==> src/rtl/poll_out_defines.svh <==
`ifndef POLL_OUT_DEFINES_SVH
`define POLL_OUT_DEFINES_SVH

// register byte addresses
`define REG_DEFINE_OUT   12'h000
`define REG_DEFINE_IN    12'h004
`define REG_MODE         12'h008
`define REG_STATUS       12'h00C
`define REG_PIN_OUT      12'h010
`define REG_PIN_DIR      12'h014
`define REG_PIN_IN       12'h018
`define REG_BOUNDARY     12'h01C
`define REG_TRIGGERED    12'h020

// define_polled_output / define_polled_input write layout
`define FLD_PIN_LSB      0
`define FLD_GROUP_BIT    4
`define FLD_LEVEL_BIT    5

// mode values
`define MODE_OFF         4'h0
`define MODE_CONT        4'h2
`define MODE_CONT_RUN    4'h4
`define MODE_LATCH       4'hA
`define MODE_LATCH_RUN   4'hB

// status byte bits
`define ST_OUT_EN        0
`define ST_IN_DEF        1
`define ST_RUN_EN        2
`define ST_LATCH_MODE    3
`define ST_TRIGGERED     4
`define ST_LATCHED       5
`define ST_ACTIVE        7

`define RST_WORD         32'h0000_0000

`endif

==> src/rtl/poll_out_pkg.sv <==
package poll_out_pkg;

   // one pin group: per-pin bits
   typedef struct packed {
      logic [15:0] out_def;
      logic [15:0] out_lvl;
      logic [15:0] in_def;
      logic [15:0] in_lvl;
      logic [15:0] dir;
      logic [15:0] out;
   } group_t;

   typedef struct packed {
      logic [3:0]  mode;
      logic        latched;
      logic        triggered;
      logic        run_req;
      logic [31:0] prdata;
      logic        pready;
      logic        pslverr;
   } ctrl_t;

endpackage : poll_out_pkg

==> src/rtl/polled_output_pin_driver.sv <==
`timescale 1ns/1ps
`include "poll_out_defines.svh"

// What this block does
// - defining a polled output takes pin 0 to 15, sets it to output
// - each polled output keeps one active level bit, 0 low, 1 high
// - on definition the pin drives the inverse of its active level at once
// - mode picks continuous, latch once, or idle outputs
// - outputs in main and auxiliary groups both act on every event
// - output update and any run-slot switch request register on the same clock edge
// - inputs sampled, outputs updated once per instruction boundary
// - definitions alone start nothing; a polling mode must be selected
// - in continuous modes, with no input at its poll state outputs sit inverse of active level
// - any one defined input at its poll state is a polling event
// - all polled outputs update together, each to its own level
// - mode 2 tracks the input condition at every boundary
// - definitions and mode persist until changed
// - mode 10 changes outputs only once and holds them afterwards
// - status bit 0 output enable, bit 3 latch mode, bit 5 latched
module polled_output_pin_driver
   import poll_out_pkg::*;
#(
   parameter int GROUPS = 2
) (
   input  wire logic        clock_i,
   input  wire logic        sys_rst_i,
   input  wire logic        psel_i,
   input  wire logic        penable_i,
   input  wire logic        pwrite_i,
   input  wire logic [11:0] paddr_i,
   input  wire logic [31:0] pwdata_i,
   output logic      [31:0] prdata_o,
   output logic             pready_o,
   output logic             pslverr_o,
   input  wire logic        boundary_i,
   input  wire logic        active_group_i,
   input  wire logic [15:0] main_pin_i,
   input  wire logic [15:0] aux_pin_i,
   output logic      [15:0] main_pin_o,
   output logic      [15:0] main_pin_oe_o,
   output logic      [15:0] aux_pin_o,
   output logic      [15:0] aux_pin_oe_o,
   output logic             run_switch_o
);

   // the logic below is written for exactly two pin groups
   if (GROUPS != 2) begin : g_bad_groups
      $error("GROUPS must be 2");
   end

   typedef struct packed {
      group_t [1:0] grp;
      ctrl_t        ctl;
   } state_t;

   state_t st;
   state_t next_st;

   logic [15:0] pin_in [2];
   assign pin_in[0] = main_pin_i;
   assign pin_in[1] = aux_pin_i;

   // decode of the mode values
   function automatic logic out_enabled(input logic [3:0] m);
      return (m == `MODE_CONT) || (m == `MODE_CONT_RUN) ||
             (m == `MODE_LATCH) || (m == `MODE_LATCH_RUN);
   endfunction : out_enabled

   function automatic logic latch_mode(input logic [3:0] m);
      return (m == `MODE_LATCH) || (m == `MODE_LATCH_RUN);
   endfunction : latch_mode

   function automatic logic run_enabled(input logic [3:0] m);
      return (m == `MODE_CONT_RUN) || (m == `MODE_LATCH_RUN);
   endfunction : run_enabled

   logic [7:0] status;
   always_comb begin
      status = 8'h00;
      status[`ST_OUT_EN]     = out_enabled(st.ctl.mode);
      status[`ST_IN_DEF]     = |{st.grp[0].in_def, st.grp[1].in_def};
      status[`ST_RUN_EN]     = run_enabled(st.ctl.mode);
      status[`ST_LATCH_MODE] = latch_mode(st.ctl.mode);
      status[`ST_TRIGGERED]  = st.ctl.triggered;
      status[`ST_LATCHED]    = st.ctl.latched;
      status[`ST_ACTIVE]     = st.ctl.mode != `MODE_OFF;
   end

   logic [3:0]  pin_idx;
   logic        grp_sel;
   logic        lvl;
   logic        setup;
   logic [15:0] hit [2];
   logic        event_now;
   logic        do_update;

   always_comb begin
      next_st = st;
      pin_idx = pwdata_i[`FLD_PIN_LSB +: 4];
      grp_sel = pwdata_i[`FLD_GROUP_BIT];
      lvl     = pwdata_i[`FLD_LEVEL_BIT];
      setup   = psel_i && !penable_i;
      next_st.ctl.run_req = 1'b0;

      // any defined input at its poll state
      for (int g = 0; g < 2; g++) begin
         hit[g] = st.grp[g].in_def & ~(pin_in[g] ^ st.grp[g].in_lvl);
      end
      event_now = |{hit[0], hit[1]};

      // once per boundary; only with outputs enabled
      do_update = boundary_i && out_enabled(st.ctl.mode);
      if (boundary_i && st.ctl.mode != `MODE_OFF) begin
         next_st.ctl.triggered = event_now;
      end

      // latch mode holds once a level is taken
      if (latch_mode(st.ctl.mode) && st.ctl.latched) begin
         do_update = 1'b0;
      end

      if (do_update) begin
         for (int g = 0; g < 2; g++) begin
            for (int p = 0; p < 16; p++) begin
               if (st.grp[g].out_def[p]) begin
                  // active level on event, inverse otherwise
                  next_st.grp[g].out[p] = event_now ?
                     st.grp[g].out_lvl[p] : ~st.grp[g].out_lvl[p];
               end
            end
         end
         if (latch_mode(st.ctl.mode) && event_now) begin
            next_st.ctl.latched = 1'b1;
         end
      end

      // run switch request registers on the same edge as the output update
      if (boundary_i && run_enabled(st.ctl.mode) && event_now) begin
         next_st.ctl.run_req = 1'b1;
      end

      // apb: zero-wait answer, registered at the end of the setup cycle, seen in the first access cycle
      next_st.ctl.pready  = setup;
      next_st.ctl.pslverr = 1'b0;
      if (setup && !pwrite_i) begin
         case (paddr_i)
            `REG_MODE:      next_st.ctl.prdata = {28'h0, st.ctl.mode};
            `REG_STATUS:    next_st.ctl.prdata = {24'h0, status};
            `REG_PIN_OUT:   next_st.ctl.prdata =
               {st.grp[1].out, st.grp[0].out};
            `REG_PIN_DIR:   next_st.ctl.prdata =
               {st.grp[1].dir, st.grp[0].dir};
            `REG_PIN_IN:    next_st.ctl.prdata = {aux_pin_i, main_pin_i};
            `REG_TRIGGERED: next_st.ctl.prdata = {hit[1], hit[0]};
            `REG_DEFINE_OUT: next_st.ctl.prdata =
               {st.grp[1].out_def, st.grp[0].out_def};
            `REG_DEFINE_IN: next_st.ctl.prdata =
               {st.grp[1].in_def, st.grp[0].in_def};
            `REG_BOUNDARY:  next_st.ctl.prdata = 32'h0000_0000;
            default: begin
               next_st.ctl.prdata  = 32'h0000_0000;
               next_st.ctl.pslverr = 1'b1;
            end
         endcase
      end

      // writes take effect at the access edge
      if (psel_i && penable_i && pwrite_i && st.ctl.pready) begin
         case (paddr_i)
            `REG_DEFINE_OUT: begin
               // define, store level, drive inverse now
               next_st.grp[grp_sel].out_def[pin_idx] = 1'b1;
               next_st.grp[grp_sel].out_lvl[pin_idx] = lvl;
               next_st.grp[grp_sel].dir[pin_idx]     = 1'b1;
               next_st.grp[grp_sel].out[pin_idx]     = ~lvl;
            end
            `REG_DEFINE_IN: begin
               next_st.grp[grp_sel].in_def[pin_idx] = 1'b1;
               next_st.grp[grp_sel].in_lvl[pin_idx] = lvl;
               next_st.grp[grp_sel].dir[pin_idx]    = 1'b0;
            end
            `REG_MODE: begin
               next_st.ctl.mode    = pwdata_i[3:0];
               // a latch taken in this same cycle wins over the clear
               if (!(do_update && latch_mode(st.ctl.mode) && event_now)) begin
                  next_st.ctl.latched = 1'b0;
               end
               next_st.ctl.triggered = 1'b0;
            end
            `REG_PIN_OUT: begin
               // program may change a latched pin explicitly
               next_st.grp[0].out = pwdata_i[15:0];
               next_st.grp[1].out = pwdata_i[31:16];
            end
            `REG_PIN_DIR: begin
               next_st.grp[0].dir = pwdata_i[15:0];
               next_st.grp[1].dir = pwdata_i[31:16];
            end
            default: begin
            end
         endcase
      end
   end

   always_ff @(posedge clock_i or posedge sys_rst_i) begin
      if (sys_rst_i) begin
         st <= '0;
      end else begin
         st <= next_st;
      end
   end

   assign prdata_o      = st.ctl.prdata;
   assign pready_o      = st.ctl.pready;
   assign pslverr_o     = st.ctl.pslverr;
   assign main_pin_o    = st.grp[0].out;
   assign main_pin_oe_o = st.grp[0].dir;
   assign aux_pin_o     = st.grp[1].out;
   assign aux_pin_oe_o  = st.grp[1].dir;
   assign run_switch_o  = st.ctl.run_req;

   // group select only matters for the program; outputs ignore it
   logic unused_grp;
   assign unused_grp = active_group_i;

endmodule : polled_output_pin_driver

==> config.mk <==
export PLATFORM = sky130hd
export DESIGN_NAME = polled_output_pin_driver
export DESIGN_NICKNAME = d
export VERILOG_FILES = /design/src/rtl/poll_out_pkg.sv /design/src/rtl/polled_output_pin_driver.sv
export VERILOG_INCLUDE_DIRS = /design/src /design/src/rtl
export SDC_FILE = /design/constraint.sdc
export NUM_CORES = 1
export LEC_CHECK = 0
export BUFFER_PORTS_ARGS = -buffer_cell sky130_fd_sc_hd__buf_2
export CORE_ASPECT_RATIO = 2
export CORE_MARGIN = 8
export CORE_UTILIZATION = 53
export DETAILED_ROUTE_END_ITERATION = 8
export GPL_TIMING_DRIVEN = 1
export PLACE_DENSITY = 0.77
export SYNTH_ARGS = -nofsm -noshare
export SYNTH_HDL_FRONTEND = slang
export SYNTH_SLANG_ARGS = --single-unit
==> constraint.sdc <==
create_clock -name clock_i -period 6.65 [get_ports clock_i]
set_clock_uncertainty 0.05 [all_clocks]
set_input_delay 0.665 -clock clock_i [delete_from_list [all_inputs] [get_ports clock_i]]
set_output_delay 0.665 -clock clock_i [all_outputs]
set_load 0.02 [all_outputs]
==> out/metrics.yaml <==
min_path:
  min_path_type: "input port to register"
  worstHoldStart: "penable_i"
outcome:
  outcome: "completed"
floorplanning:
  die_w_um: 131
  die_h_um: 247
  ios: 182
  start_util_pct: 53.7
  die-area_um2: 32400
  core_area_um2: 26300
  rows: 84
cts:
  postCtsSetupRepairBufs: 0
  cts_buffers: 21
  clockBufferDepth: 3
  hold_buffers: 0
  clock-sinks: 233
  path_clk_slew_ps: 70
  cts_resized: 0
  h-tree-depth: 1
  cts_root_buf: "clkbuf_16"
  insertion_delay_ps: 560
  cts_tree: "yes"
detailed_routing:
  drtIter0Drc: 2091
  ant_nets: 0
  drcViolationCount: 0
  drt-total-wl_um: 57400
  firstDrtPassIters: 7
  vias: 13900
  wl_per_cell_um: 28.9
  viasPerCell: 6.99
logic_synthesis:
  synth_area_leaders: "dfrtp_1 (41%), buf_4 (5.2%), o21ai_0 (4.6%)"
  avgSynthCellArea_um2: 8.78
  synth.distinct_cells: 62
  yosysWarnings: 0
  synth_edf_count: 0
  syn_area_um2: 14100
  synthCells: 1607
  synth_ff_type: "dfrtp_1"
  yosysTopAreaCell: "dfrtp_1"
  seq_area_frac_synth_pct: 41.3
  synth.top_cell.area_share_pct: 41.3
  ys_async_sr_fraction_pct: 100
  synth-seq-cells: 233
  syn_nets: 1690
sta:
  max_slew_margin_pct: 11.4
  slew_violations: 0
  finalSetupTns_ps: 0
  fin_crit_ps: 3620
  timing.final.crit_share_pct: 54.4
  final-setup-viol-count: 0
  clock.fmax_mhz: 277
  rsz0062_at_grt: "no"
  worst_slack_ps: 3030
  tightest_slew_ps: 1320
  finalHoldViolations: 0
setup_path:
  crit_required_ps: 7070
  reg2reg_from: "st[38]"
  critPathLaunch: "paddr_i[5]"
  critPathCaptureType: "register"
  worstPathMaxFanout: 34
  cp.arrival_ps: 4040
  critPathKind: "input port to register"
  start_kind: "input port"
power:
  peakVddDrop_v: 0.000189
  power.internal_mw: 2.28
  clkPwrFrac_pct: 45.8
  power_density_nw_per_um2: 200
  p_switching_uw: 763
  p_leak_nw: 6.75
  p_seq_share_pct: 46.8
  power.total_mw: 3.04
  combPwrFrac_pct: 7.3
  sw_frac_of_total_pct: 25.1
placement:
  post-place-ws_ps: 2770
  globalplace.congestion: 1.02
  io_buffers: 180
  postPlaceCellArea_um2: 14500
  hpwl_um: 37700
global_routing:
  antenna_found_initial: 1
  grt_max_degree: 99
  grt_pass1_vias: 13800
  track_usage_pct: 34.5
  grt_first_pass_wirelength_um: 84800
  grt-ovfl-total: 0
final_layout:
  fillers: 2461
  final_common_cell: "dfrtp_1"
  n_antenna_cell: 0
  area_delta_synth_final_pct: 8.01
  layout-drive-gt1-share_pct: 21.7
  nets: 1713
  post-route-util_pct: 58.0
  design_area_um2: 15200
  mostFrequentLayoutCells: "dfrtp_1 (233), buf_2 (180), nand2_1 (155)"
flow_run:
  max_cap_viol_count: 0
## per-stage QoR
stage               instances  hold WS (ps)
global placement         1951           403
finish                   1987           262
floorplan                1607           386
global route             1987           281
CTS                      1987           282
detailed placement       1951           407
## area by class of cell
| type | count | area [um^2] | share of cell area, % |
|---|---|---|---|
| timing repair buffer | 205 | 1110 | 7.31 |
| sequential | 233 | 5830 | 38.3 |
| multi-input combinational | 1116 | 6900 | 45.3 |
| tap | 344 | 430 | 2.83 |
| clock buffer | 31 | 623 | 4.09 |
| inverter | 53 | 203 | 1.33 |
| clock inverter | 5 | 128 | 0.838 |
## cell families (layout without fill, tap and decap cells)
kind of cell           after synthesis  count (layout)  synth area share (%)
AO/OA/AOI/OAI                      464             464                  21.9
XOR/XNOR                            32              32                  1.99
buffers and inverters              258             294                  10.1
flip-flops                         233             233                  41.3
multiplexers                        56              56                  4.32
AND/OR/NAND/NOR                    564             564                  20.3
## flip-flops by register name, indices dropped and copies added (netlist names)
name,count
main_pin_o,16
prdata_o,32
pslverr_o,1
aux_pin_oe_o,16
st,134
pready_o,1
aux_pin_o,16
run_switch_o,1
main_pin_oe_o,16
## worst paths after layout
path | depth (start not counted) | end | slack (ps)
max | 8 | prdata_o[17] | 3030
min | 2 | pready_o | 260
max reg2reg | 7 | main_pin_o[2] | 3690
min reg2reg | 1 | prdata_o[5] | 420
max in group asynchronous | 3 | aux_pin_oe_o[6] | 5220
min in group asynchronous | 2 | prdata_o[20] | 280
## cell usage after synthesis, types with 17 or more instances
cell type  instances
dfrtp_1          233
nand2_1          155
o21ai_0          129
nor2_1           125
buf_4             98
clkbuf_1          79
nand3_1           72
a21oi_1           69
inv_1             51
a22oi_1           48
mux2_2            39
a2111oi_0         32
nand2b_1          30
xnor2_1           30
a211oi_1          29
and3_1            29
nor3b_1           29
or2_2             29
a2bb2oi_1         28
a31oi_1           23
nor2_2            23
o211ai_1          19
a221oi_1          18
mux2i_1           17
## critical path, cell delays in order
cell      delay [ps]
buf_2            310
buf_4            360
or3b_2           530
nor4_2          1000
buf_4            360
a222oi_1         200
a21boi_0         350
o21ai_1          230
## power groups by stage
stage	combinational, mW	sequential, mW	clock (mW)
floorplan	0.120	1.45	0
global placement	0.211	1.45	0
detailed placement	0.214	1.45	0
CTS	0.214	1.42	1.38
global route	0.233	1.42	1.44
finish	0.224	1.42	1.39
## routing by layer
metal	vias up	wire, um	GRT usage (%)
met3	358	6950	10.1
met1	6650	18700	37.4
li1	5769	-	-
met2	1114	26500	55.2
met4	2	5230	29.0
met5	-	15	0
(Power assumes the default switching activity.)
